### src/vppa_pkg.sv
//
// Purpose: Constants for the emulated partner ability register of a
//          virtual PHY port.
// Assumes: One 32-bit memory-map word; 16-bit management view.
// Notes:   Bit positions follow the standard partner ability layout.
//
package vppa_pkg;

    ////////////////////////////////////////////////////////////////////////
    // Register geometry
    localparam int unsigned MAP_WIDTH  = 32;   // Memory-map word width
    localparam int unsigned MGMT_WIDTH = 16;   // Management view width

    ////////////////////////////////////////////////////////////////////////
    // Field positions
    localparam int unsigned NEXT_PAGE_BIT = 15;  // Next page offer
    localparam int unsigned ACK_BIT       = 14;  // Acknowledge
    localparam int unsigned FAULT_BIT     = 13;  // Remote fault
    localparam int unsigned ASYM_BIT      = 11;  // Asymmetric pause
    localparam int unsigned SYM_BIT       = 10;  // Symmetric pause
    localparam int unsigned T4_BIT        = 9;   // 100BASE-T4
    localparam int unsigned TECH_MSB      = 8;   // 100BASE-X full duplex
    localparam int unsigned TECH_LSB      = 5;   // 10BASE-T half duplex
    localparam int unsigned SEL_MSB       = 4;   // Selector field top
    localparam int unsigned SEL_LSB       = 0;   // Selector field bottom

    ////////////////////////////////////////////////////////////////////////
    // Field values
    localparam logic [4:0] SELECTOR_8023 = 5'h01;  // Ethernet message type
    localparam logic [3:0] TECH_10_FD    = 4'h2;   // 0010
    localparam logic [3:0] TECH_100_FD   = 4'h8;   // 1000
    localparam logic [3:0] TECH_10_HD    = 4'h1;   // 0001
    localparam logic [3:0] TECH_100_HD   = 4'h4;   // 0100
    localparam logic [3:0] TECH_NONE     = 4'h0;   // Failed negotiation

    // Pause pairs are {asymmetric, symmetric}
    localparam logic [1:0] PAUSE_NONE = 2'h0;
    localparam logic [1:0] PAUSE_SYM  = 2'h1;
    localparam logic [1:0] PAUSE_ASYM = 2'h2;
    localparam logic [1:0] PAUSE_BOTH = 2'h3;

    ////////////////////////////////////////////////////////////////////////
    // Reset values
    localparam logic [3:0] RST_TECH    = 4'h0;
    localparam logic [1:0] RST_PAUSE   = 2'h0;
    localparam logic       RST_AN_ABLE = 1'b1;

endpackage

### src/vppa_partner_ability.sv
//
// Purpose: Emulated link partner ability register of a virtual PHY.
// Assumes: Straps are pins; advertisement and negotiation events come
//          from logic on core_clk_i.
// Notes:   Read-only; contents change only when negotiation completes.
`timescale 1ns/1ps

module vppa_partner_ability
    import vppa_pkg::*;
(
    input  wire logic                  core_clk_i,
    input  wire logic                  reset_i,
    input  wire logic                  duplex_strap_i,
    input  wire logic                  speed_strap_i,
    input  wire logic                  flow_control_pause_strap_i,
    input  wire logic [1:0]            local_pause_adv_i,
    input  wire logic [3:0]            local_tech_adv_i,
    input  wire logic                  an_complete_i,
    input  wire logic                  reg_rd_i,
    input  wire logic                  reg_wr_i,
    input  wire logic [MAP_WIDTH-1:0]  reg_wdata_i,
    output logic      [MAP_WIDTH-1:0]  ability_map_o,
    output logic      [MGMT_WIDTH-1:0] ability_mgmt_o,
    output logic                       partner_an_able_o
);

    ////////////////////////////////////////////////////////////////////////
    // State
    typedef struct packed {
        logic [2:0]            strap_s1;   // First synchroniser stage
        logic [2:0]            strap_s2;   // Second synchroniser stage
        logic [3:0]            tech;       // Partner technology bits
        logic [1:0]            pause;      // Partner {asym, sym}
        logic                  an_able;    // Partner negotiation able
        logic [MAP_WIDTH-1:0]  map_word;   // Memory-map view
        logic [MGMT_WIDTH-1:0] mgmt_word;  // Management view
    } vppa_state_t;

    vppa_state_t st_r;                      // Registered state
    vppa_state_t st_nxt;                    // Next state

    logic        dup_s;                     // Synchronised duplex strap
    logic        spd_s;                     // Synchronised speed strap
    logic        fc_s;                      // Synchronised flow strap
    logic [3:0]  strap_tech;                // Technology from straps
    logic        an_ok;                     // Common bits exist
    logic [1:0]  pause_res;                 // Mapped partner pause

    // Bus writes carry nothing into this register
    logic        unused_wr;
    assign unused_wr = reg_wr_i ^ (^reg_wdata_i) ^ reg_rd_i;

    ////////////////////////////////////////////////////////////////////////
    // Technology ability from duplex and speed straps
    // Exactly one bit is set for every strap pair
    function automatic logic [3:0] tech_of(input logic dup,
                                           input logic spd);
        logic [3:0] t;
        t = TECH_NONE;
        if (dup) begin
            t = spd ? TECH_100_FD : TECH_10_FD;
        end else begin
            t = spd ? TECH_100_HD : TECH_10_HD;
        end
        return t;
    endfunction

    ////////////////////////////////////////////////////////////////////////
    // Partner pause from local advertisement and flow strap
    function automatic logic [1:0] pause_of(input logic [1:0] adv,
                                            input logic       fc);
        logic [1:0] p;
        p = PAUSE_NONE;
        case (adv)
            PAUSE_NONE: begin
                p = PAUSE_NONE;
            end
            PAUSE_SYM: begin
                p = PAUSE_SYM;
            end
            PAUSE_ASYM: begin
                p = PAUSE_BOTH;
            end
            PAUSE_BOTH: begin
                p = fc ? PAUSE_BOTH : PAUSE_ASYM;
            end
            default: begin
                p = PAUSE_NONE;
            end
        endcase
        return p;
    endfunction

    ////////////////////////////////////////////////////////////////////////
    // Assemble the 16-bit ability word
    function automatic logic [MGMT_WIDTH-1:0] word_of(
        input logic [3:0] tech,
        input logic [1:0] pause);
        logic [MGMT_WIDTH-1:0] w;
        w = '0;
        w[NEXT_PAGE_BIT]     = 1'b0;
        w[ACK_BIT]           = 1'b0;
        w[FAULT_BIT]         = 1'b0;
        w[ASYM_BIT]          = pause[1];
        w[SYM_BIT]           = pause[0];
        w[T4_BIT]            = 1'b0;
        w[TECH_MSB:TECH_LSB] = tech;
        w[SEL_MSB:SEL_LSB]   = SELECTOR_8023;
        return w;
    endfunction

    ////////////////////////////////////////////////////////////////////////
    // Decoded views of the synchronised straps
    always_comb begin
        dup_s      = st_r.strap_s2[2];
        spd_s      = st_r.strap_s2[1];
        fc_s       = st_r.strap_s2[0];
        strap_tech = tech_of(dup_s, spd_s);
        an_ok      = |(strap_tech & local_tech_adv_i);
        pause_res  = pause_of(local_pause_adv_i, fc_s);
    end

    ////////////////////////////////////////////////////////////////////////
    // Next state
    always_comb begin
        st_nxt          = st_r;
        // Straps are pins: two stages before use
        // A strap change needs three edges to reach a completion;
        // straps are meant to sit still, so there is no settling filter
        st_nxt.strap_s1 = {duplex_strap_i, speed_strap_i,
                           flow_control_pause_strap_i};
        st_nxt.strap_s2 = st_r.strap_s1;
        // Base page is answered at once on completion
        if (an_complete_i) begin
            st_nxt.pause   = pause_res;
            st_nxt.an_able = an_ok;
            if (an_ok) begin
                st_nxt.tech = strap_tech;
            end else begin
                st_nxt.tech = TECH_NONE;
            end
        end
        // Views are rebuilt from latched fields only
        st_nxt.mgmt_word = word_of(st_nxt.tech, st_nxt.pause);
        st_nxt.map_word  = {{(MAP_WIDTH-MGMT_WIDTH){1'b0}},
                            st_nxt.mgmt_word};
    end

    ////////////////////////////////////////////////////////////////////////
    // State register
    always_ff @(posedge core_clk_i) begin
        if (reset_i) begin
            // Negotiation-able partner with no abilities yet,
            // as seen before any negotiation has run
            st_r           <= '0;
            st_r.tech      <= RST_TECH;
            st_r.pause     <= RST_PAUSE;
            st_r.an_able   <= RST_AN_ABLE;
            st_r.mgmt_word <= word_of(RST_TECH, RST_PAUSE);
            st_r.map_word  <= {{(MAP_WIDTH-MGMT_WIDTH){1'b0}},
                               word_of(RST_TECH, RST_PAUSE)};
        end else begin
            st_r <= st_nxt;
        end
    end

    ////////////////////////////////////////////////////////////////////////
    // Outputs straight from flops
    // Both views are registered from one assembled next word, so the two
    // read paths can never disagree
    assign ability_map_o     = st_r.map_word;
    assign ability_mgmt_o    = st_r.mgmt_word;
    assign partner_an_able_o = st_r.an_able;
endmodule

### config.mk
export PLATFORM = sky130hd
export DESIGN_NAME = vppa_partner_ability
export DESIGN_NICKNAME = d
export VERILOG_FILES = /design/src/vppa_pkg.sv /design/src/vppa_partner_ability.sv
export SDC_FILE = /design/constraint.sdc
export NUM_CORES = 1
export LEC_CHECK = 0
export BUFFER_PORTS_ARGS = -buffer_cell sky130_fd_sc_hd__buf_2
export CAP_MARGIN = 20
export CORE_ASPECT_RATIO = 1.25
export CORE_MARGIN = 2
export CORE_UTILIZATION = 29
export DETAILED_ROUTE_END_ITERATION = 7
export GPL_ROUTABILITY_DRIVEN = 0
export GPL_TIMING_DRIVEN = 0
export PLACE_DENSITY = 0.75
export SYNTH_ARGS = -nofsm -noshare
export SYNTH_HDL_FRONTEND = slang
export SYNTH_SLANG_ARGS = --single-unit
### constraint.sdc
create_clock -name core_clk_i -period 1.3 [get_ports core_clk_i]
set_input_delay 0.13 -clock core_clk_i [delete_from_list [all_inputs] [get_ports core_clk_i]]
set_output_delay 0.13 -clock core_clk_i [all_outputs]
set_load 0.005 [all_outputs]
---- Word level (Yosys, flattened, before mapping) ----
Index checks and enable logic that the tools add are counted.
storage, ports and cells
  logic and storage cells ................. 21
  input bits .............................. 46
  output and inout port bits .............. 49
  bits in registers ....................... 55
operators by class
  equal/unequal tests ..................... 3
  bitwise gates (word level) .............. 1
  multiplexer cells ....................... 7
  reduce and logical (&&, ||, !) cells .... 2
operator list
  operator            count
  $mux 4              3
  $pmux 2 s4          1
  $mux 7              1
  $and 4x4->4         1
  $eq 2x2->1 const B  2
  $reduce_or 4->1     1
  $mux 3              1
  $eq 2x1->1 const B  1
  $logic_not 2->1     1
  $mux 1              1

---- Depth between registers and ports, before layout ----
Gate-level depths: netlist of run 1.
  depth in word-level cells ............... 6
  mapped depth ............................ 3

---- Worst setup path after synthesis of run 1 ----
Ideal clock, no wire load.
  kind .................................... register to register
  start ................................... reg st_r, in the netlist spd_s
  end ..................................... reg st_r, in the netlist partner_an_able_o
  arrival time ............................ 1.148 ns
  stages on the path, launching flop included .. 3
  path slack .............................. 0.032 ns
  cell sequence ........................... dfxtp_1 mux4_2 a211o_1
on the way
  longest elaborated chain between the ends .. 4
  elaborated cells on any way between the ends .. 5
  those cells by class .................... 3 x mux; 1 x bitwise; 1 x reduce/logical
ends and longest elaborated chain
  what                              RTL line                                                source
  start, declared                   vppa_partner_ability.sv:39                              vppa_state_t st_r;
  start signal, assigned            vppa_partner_ability.sv:163                             st_r <= st_nxt;
  $mux 3 or $mux 4 (tied branches)  vppa_partner_ability.sv:63, vppa_partner_ability.sv:61
  $mux 4 (*)                        vppa_partner_ability.sv:60                              if (dup) begin
  $and 4x4->4 (*)                   vppa_partner_ability.sv:119                             an_ok = |(strap_tech & local_tech_adv_i);
  $reduce_or 4->1 (*)               vppa_partner_ability.sv:119
Every way passes the cells marked *; elsewhere a longest branch is shown, timed or not.
A chain may end at the register's enable or synchronous reset.

---- Worst setup path in the final report of run 1 ----
Same ends and word-level chain as after synthesis.

==> results of run 1 <==
layout by cell type, fill, tap and decap left out, drive strengths merged:
cell	n
a211o	1
o211ai	1
nor2b	7
nand2b	4
nor3b	1
nand4b	2
conb	36
buf	67
clkbuf	5
mux2i	2
dfxtp	13
nand4	1
nand3b	1
mux4	1
nor2	2
a21oi	4
power breakdown:
group          leakage [uW]  total [uW]  internal [uW]  switching (uW)
logic              0.000511         192            119            72.8
clock network     0.0000150         244            119             125
registers          0.000108         424            414            9.54
total              0.000634         860            653             207
routing by layer:
metal,up-vias,share of wire,wire length [microns],GRT usage
met3,2,0.14,177,0.0144
met5,-,0,0,0
met4,0,0.019,24,0.0507
met1,253,0.38,467,0.0749
met2,47,0.46,573,0.128
li1,320,-,-,-
synthesized netlist by cell type (all sizes together):
library cell	instances	area (sq um)
a211o	1	8.76
a21oi	4	20.0
buf	43	319
clkbuf	1	3.75
conb	2	7.51
dfxtp	13	260
mux2i	2	20.0
mux4	1	22.5
nand2b	4	25.0
nand3b	1	7.51
nand4	1	6.26
nand4b	2	17.5
nor2	2	7.51
nor2b	7	43.8
nor3b	1	7.51
o211ai	1	7.51
cell families after synthesis:
group | count (synthesis) | share of synthesized area
and+or+nand+nor | 18 | 0.147
buffers and inverters | 44 | 0.411
other | 2 | 0.00957
DFF | 13 | 0.332
muxes | 3 | 0.0542
AOI/OAI and AO/OA | 6 | 0.0463
through the flow:
| step | instance area [sq um] | utilization |
|---|---|---|
| floorplan | 912 | - |
| global placement | 1070 | 0.409 |
| detailed placement | 1070 | 0.409 |
| CTS | 1100 | 0.420 |
| global route | 1100 | 0.420 |
| finish | 1100 | 0.420 |
area by class of cell:
type,instances,area (sq um)
Multi-Input combinational cell,63,329
Buffer,44,323
Timing Repair Buffer,24,120
Sequential cell,13,264
Clock buffer,4,26.3
Fill cell,282,1520
Tap cell,34,42.5
state kept, by name, indices dropped and copies added, names as in the netlist:
name,flops
partner_an_able_o,1
ability_mgmt_o,1
fc_s,1
st_r,5
spd_s,1
st_nxt,3
dup_s,1
worst register-to-register path, delay by kind of cell, from the launching register on:
family | cells | cell delay (ns)
DFF | 1 | 0.37
muxes | 1 | 0.49
AOI/OAI and AO/OA | 1 | 0.29
worst max path at each step:
stage / startpoint / end / slack [ns] / depth (start not counted)
floorplan: spd_s$_SDFF_PP0_ / partner_an_able_o$_SDFFE_PP1P_ / 0.03 / 2
global placement: spd_s$_SDFF_PP0_ / partner_an_able_o$_SDFFE_PP1P_ / -0.01 / 2
detailed placement: spd_s$_SDFF_PP0_ / partner_an_able_o$_SDFFE_PP1P_ / -0.03 / 2
CTS: spd_s$_SDFF_PP0_ / partner_an_able_o$_SDFFE_PP1P_ / 0.02 / 2
global route: spd_s$_SDFF_PP0_ / partner_an_able_o$_SDFFE_PP1P_ / 0.0008 / 2
finish: spd_s$_SDFF_PP0_ / partner_an_able_o$_SDFFE_PP1P_ / 0.04 / 2
==> results_tabular.tex, run 1 <==
\begin{tabular}{lr}
\hline
Metric & Value \\
\hline
\multicolumn{2}{l}{\textbf{Run status}} \\
Outcome & completed \\
\multicolumn{2}{l}{\textbf{Route}} \\
Final routed wire length divided by cell count & 6.82 microns \\
Number of vias after detailed routing & 622 \\
Avg Vias per Cell & around 3.4 \\
Post-route antenna net violation count & 0 \\
Wire length after detailed routing & 1240 microns \\
Iteration-0 DRC count of the detailed router & 9 \\
Residual DRC & 0 \\
First-pass iteration count of the detailed router & 4 \\
\multicolumn{2}{l}{\textbf{CTS}} \\
Number of H-tree branching levels & 1 \\
CTS sink cnt & 13 \\
Clock tree from TritonCTS & yes \\
Clock edge transition at the registers on the reported setup and hold paths & 0.07 ns \\
Total of cells resized after clock tree synthesis & 1 \\
CTS Buf Count & 3 \\
Quantity of hold-fixing buffers added after cts & 0 \\
Clk buf depth & 2 \\
Postcts setup bufs & 0 \\
Clk Latency, worst-skew pair & 0.27 ns \\
CTS root buffer & clkbuf\_4 \\
\multicolumn{2}{l}{\textbf{Worst setup path}} \\
Path depth of the worst reg2reg path & 2 \\
Top delay family on crit path & multiplexers \\
Critical path class & flip-flop to flip-flop \\
R2R Path Start & spd\_s\$\_SDFF\_PP0\_ \\
Worst EP arrival & around 1.4 ns \\
Slowest stage cell on the critical path & mux4\_2 \\
Kind of start point of the critical path & flip-flop \\
Flop-to-flop setup slack & between 0.03 and 0.04 ns \\
Crit path buf inv count & 0 \\
Endpoint type of the worst setup path & flip-flop \\
Maximum fanout count along the critical path & 5 \\
List of cells traversed by the critical path & mux4\_2, a211o\_1 \\
Delay of the slowest critical-path stage & 0.49 ns \\
Critical R2R Capture & partner\_an\_able\_o\$\_SDFFE\_PP1P\_ \\
WP data required & roughly 1.5 ns \\
\multicolumn{2}{l}{\textbf{Timing}} \\
Pins over their slew limit & 0 \\
Number of hold violations in the final report & 0 \\
Count of endpoints failing setup in the final report & 0 \\
Period utilisation layout & 0.970 \\
Worst hold slack & 0.0451 ns \\
Least setup slack across all paths after layout & around 0.039 ns \\
Setup TNS Final & 0 ns \\
Unrepaired setup endpoints after global routing & no \\
Maximum clock skew at final layout & 0.000773 ns \\
Max frequency & 793 MHz \\
Min Tclk post-route & 1.26 ns \\
\multicolumn{2}{l}{\textbf{Pwr}} \\
Standby leakage power & 0.000634 uW \\
Ratio of total power to cell area & 778 nW/um\^{}2 \\
Overall power of the completed layout & roughly 860 uW \\
IR drop worst, VDD & 0.000619 V \\
\multicolumn{2}{l}{\textbf{GRT}} \\
Via count of the first global-routing pass & between 400 and 500 \\
Initial antenna violation count & 0 \\
Global-route wire length before repair & 1820 microns \\
Pin count of the biggest net entering global routing & 11 \\
Remaining global-route overflow & 0 \\
Overall fraction of global-route tracks in use & 0.0730 \\
\multicolumn{2}{l}{\textbf{Finish}} \\
Final-stage net count & 195 \\
Count of inserted antenna diode cells & 0 \\
Signed area change from the synthesized netlist to the final layout & 40.8\% \\
Share of post-route cells with drive strength above 1 & 0.480 \\
Final non-filler cell total & between 150 and 200 \\
\multicolumn{2}{l}{\textbf{Floorplan}} \\
Die area & $\sim$3100 sq um \\
Boundary Pins & 95 \\
Overall die width & a little over 50 microns \\
Vertical die dimension & 62.2 microns \\
Core ar. & 2630 sq um \\
Count of standard-cell rows & 21 \\
Starting density of the core & 0.299 \\
\multicolumn{2}{l}{\textbf{Logic synthesis}} \\
Synth Area per Inst & 9.12 sq um \\
Register area share after synthesis & 0.332 \\
Unique masters post-synth & 17 \\
Ys Warns & 0 \\
Syn Std Cell Area & 785 sq um \\
Number of synthesized register bits & 13 \\
Synthesized netlist cell count & 86 \\
\multicolumn{2}{l}{\textbf{Hold path}} \\
Hold Crit Endpoint & spd\_s\$\_SDFF\_PP0\_ \\
Startpoint of the worst hold path & reset\_i \\
Cell depth of the worst hold path & 2 \\
HP Class & primary input to flip-flop \\
\multicolumn{2}{l}{\textbf{Placed design}} \\
Post-detail-place hpwl & 1080 microns \\
Post-place setup slack & -0.0293 ns \\
Count of input and output buffers & 24 \\
Count of placed standard cells including taps & 178 \\
\multicolumn{2}{l}{\textbf{Job}} \\
Reported max-cap violation count & 0 \\
\hline
\end{tabular}
Power figures use the tool's default switching activity.
==> run 2, diff against run 1 <==
--- a/config.mk
+++ b/config.mk
@@ -13,7 +13,7 @@
 export DETAILED_ROUTE_END_ITERATION = 7
 export GPL_ROUTABILITY_DRIVEN = 0
 export GPL_TIMING_DRIVEN = 0
-export PLACE_DENSITY = 0.75
+export PLACE_DENSITY_LB_ADDON = 0.08
 export SYNTH_ARGS = -nofsm -noshare
 export SYNTH_HDL_FRONTEND = slang
 export SYNTH_SLANG_ARGS = --single-unit
==> run 2 against run 1 <==
Against the previous run:
- die area stayed put
- sequential cell count is the same
- core utilization did not move
- non-clock buffer count did not move
- critical endpoint unchanged
- cell area unchanged
- critical path depth stayed put
- count of clock-buffer cells in the layout is the same
- setup slack better by 0.0019 ns
==> results_tabular.tex, run 2 (synthesis results as in run 1) <==
\begin{tabular}{lr}
\hline
Metric & Value \\
\hline
\multicolumn{2}{l}{\textbf{Route}} \\
Met3 routed WL & 209 microns (+18\%) \\
Met1 wire length & 468 microns (+0.21\%) \\
Avg Vias per Cell & 3.29 (-3.9\%) \\
First-pass iteration count of the detailed router & 4 (unchanged) \\
Final routed wire length divided by cell count & 6.85 microns (+0.40\%) \\
Post-route antenna net violation count & 0 (unchanged) \\
Number of vias after detailed routing & 598 (-3.9\%) \\
Met2 routed WL & 556 microns (-3.0\%) \\
Topmost layer with routed signal wires & met4 \\
Wire length after detailed routing & 1250 microns (+0.40\%) \\
Residual DRC & 0 (unchanged) \\
Iteration-0 DRC count of the detailed router & 9 (unchanged) \\
\multicolumn{2}{l}{\textbf{GRT}} \\
Initial antenna violation count & 0 (unchanged) \\
Pin count of the biggest net entering global routing & 11 (unchanged) \\
Overall fraction of global-route tracks in use & 0.0783 (+0.00535) \\
Via count of the first global-routing pass & 472 (+5.6\%) \\
Remaining global-route overflow & 0 (unchanged) \\
Global-route wire length before repair & 1930 microns (+5.7\%) \\
\multicolumn{2}{l}{\textbf{Floorplan}} \\
Starting density of the core & 0.299 (unchanged) \\
Count of standard-cell rows & 21 (unchanged) \\
Core ar. & 2630 sq um (unchanged) \\
Boundary Pins & 95 (unchanged) \\
Die area & 3140 sq um (unchanged) \\
Vertical die dimension & 62.2 microns (unchanged) \\
Overall die width & 50.5 microns (unchanged) \\
\multicolumn{2}{l}{\textbf{Finish}} \\
Signed area change from the synthesized netlist to the final layout & 40.8\% (unchanged) \\
Fillers & 290 (+2.8\%) \\
Share of post-route cells with drive strength above 1 & 0.480 (unchanged) \\
Count of inserted antenna diode cells & 0 (unchanged) \\
Most common cell after layout, fill and taps aside & buf\_4 \\
Largest Register & st\_r \\
Max reg flops & 5 (unchanged) \\
Final instance area & 1100 sq um (unchanged) \\
Final non-filler cell total & 182 (unchanged) \\
Final-stage net count & 195 (unchanged) \\
Commonest cells after routing, fill and taps aside & buf\_4, conb\_1, buf\_2 \\
\multicolumn{2}{l}{\textbf{CTS}} \\
CTS root buffer & clkbuf\_4 \\
Postcts setup bufs & 0 (unchanged) \\
Clock tree from TritonCTS & yes \\
Number of H-tree branching levels & 1 (unchanged) \\
CTS sink cnt & 13 (unchanged) \\
CTS Buf Count & 3 (unchanged) \\
Clk buf depth & 2 (unchanged) \\
Clk Latency, worst-skew pair & 0.26 ns (about the same) \\
Clock edge transition at the registers on the reported setup and hold paths & 0.08 ns (about the same) \\
\multicolumn{2}{l}{\textbf{Placed design}} \\
Count of placed standard cells including taps & 178 (unchanged) \\
Count of input and output buffers & 24 (unchanged) \\
Post-detail-place hpwl & 1080 microns (-0.39\%) \\
Area post-placement & 1070 sq um (unchanged) \\
\multicolumn{2}{l}{\textbf{Worst setup path}} \\
Crit. path cell count & 2 (unchanged) \\
Worst EP arrival & 1.42 ns (about the same) \\
Path depth of the worst reg2reg path & 2 (unchanged) \\
WP data required & 1.46 ns (about the same) \\
Delay of the slowest critical-path stage & 0.49 ns (about the same) \\
List of cells traversed by the critical path & mux4\_2, a211o\_1 \\
Slowest stage cell on the critical path & mux4\_2 \\
Crit path buf inv count & 0 (unchanged) \\
Critical path class & flip-flop to flip-flop \\
Kind of start point of the critical path & flip-flop \\
Maximum fanout count along the critical path & 5 (unchanged) \\
Endpoint type of the worst setup path & flip-flop \\
Top delay family on crit path & multiplexers \\
\multicolumn{2}{l}{\textbf{Timing}} \\
Number of hold violations in the final report & 0 (unchanged) \\
Maximum clock skew at final layout & 0.00234 ns (+0.00156 ns) \\
Min Tclk post-route & 1.26 ns (-0.00189 ns) \\
Period utilisation layout & 0.969 (-0.00145) \\
Setup TNS Final & 0 ns (unchanged) \\
Count of endpoints failing setup in the final report & 0 (unchanged) \\
Pins over their slew limit & 0 (unchanged) \\
Worst hold slack & 0.0532 ns (+0.00812 ns) \\
Max frequency & 794 MHz (+0.15\%) \\
Unrepaired setup endpoints after global routing & no \\
\multicolumn{2}{l}{\textbf{Pwr}} \\
Standby leakage power & 0.000634 uW (unchanged) \\
Ratio of total power to cell area & 773 nW/um\^{}2 (-0.70\%) \\
Overall power of the completed layout & 854 uW (-0.70\%) \\
IR drop worst, VDD & 0.000438 V (-29\%) \\
\multicolumn{2}{l}{\textbf{Hold path}} \\
HP Class & primary input to flip-flop \\
Cell depth of the worst hold path & 2 (unchanged) \\
\multicolumn{2}{l}{\textbf{Run status}} \\
Outcome & completed \\
\multicolumn{2}{l}{\textbf{Job}} \\
Reported max-cap violation count & 0 (unchanged) \\
\hline
\end{tabular}
==> run 2: per-layer routing <==
layer	track usage	up-vias
met5	0	-
met4	0.0405	0
met3	0.0385	2
met2	0.123	31
met1	0.0852	243
li1	-	322
==> run 2: worst paths after layout <==
kind | slack (ns) | from | to
worst min-delay path | 0.05 | reset_i | spd_s$_SDFF_PP0_
worst max register to register | 0.04 | spd_s$_SDFF_PP0_ | partner_an_able_o$_SDFFE_PP1P_
worst max-delay path | 0.04 | spd_s$_SDFF_PP0_ | partner_an_able_o$_SDFFE_PP1P_
worst min register to register | 0.44 | st_nxt[56]$_SDFF_PP0_ | spd_s$_SDFF_PP0_
==> run 2: final cells by class <==
type,instances,area (sq um),area share
plain buffers,44,323,0.292
clock buffers,4,26.3,0.0238
multi-input cells,63,329,0.298
flip-flops and latches,13,264,0.239
well taps,34,42.5,0.0385
repair buffers,24,120,0.109
==> run 2: worst reg2reg max path, delay by kind of cell (launching register included) <==
family          cells  cell delay (ns)
flops               1             0.37
compound gates      1             0.29
mux                 1             0.49
==> run 2: through the flow <==
step,worst slack [ns],util
after CTS,0.0209,0.420
after floorplan,0.0320,-
after global placement,-0.00602,0.409
after detailed placement,-0.0239,0.409
final,0.0405,0.420
after global routing,0.00683,0.420
==> run 2: what timing repair did <==
| action | 4_1_cts | 5_1_grt |
|---|---|---|
| endpoints found under the setup margin | 1 | 1 |
| resized for setup | 1 | 1 |
| endpoints found under the hold margin | 0 | 0 |
| hold buffers | 0 | 0 |
==> run 2: power by group <==
group | switching (uW) | internal [uW] | total, uW
combinational | 71.4 | 119 | 191
clock | 121 | 119 | 239
sequential | 9.41 | 414 | 424
total | 202 | 652 | 854
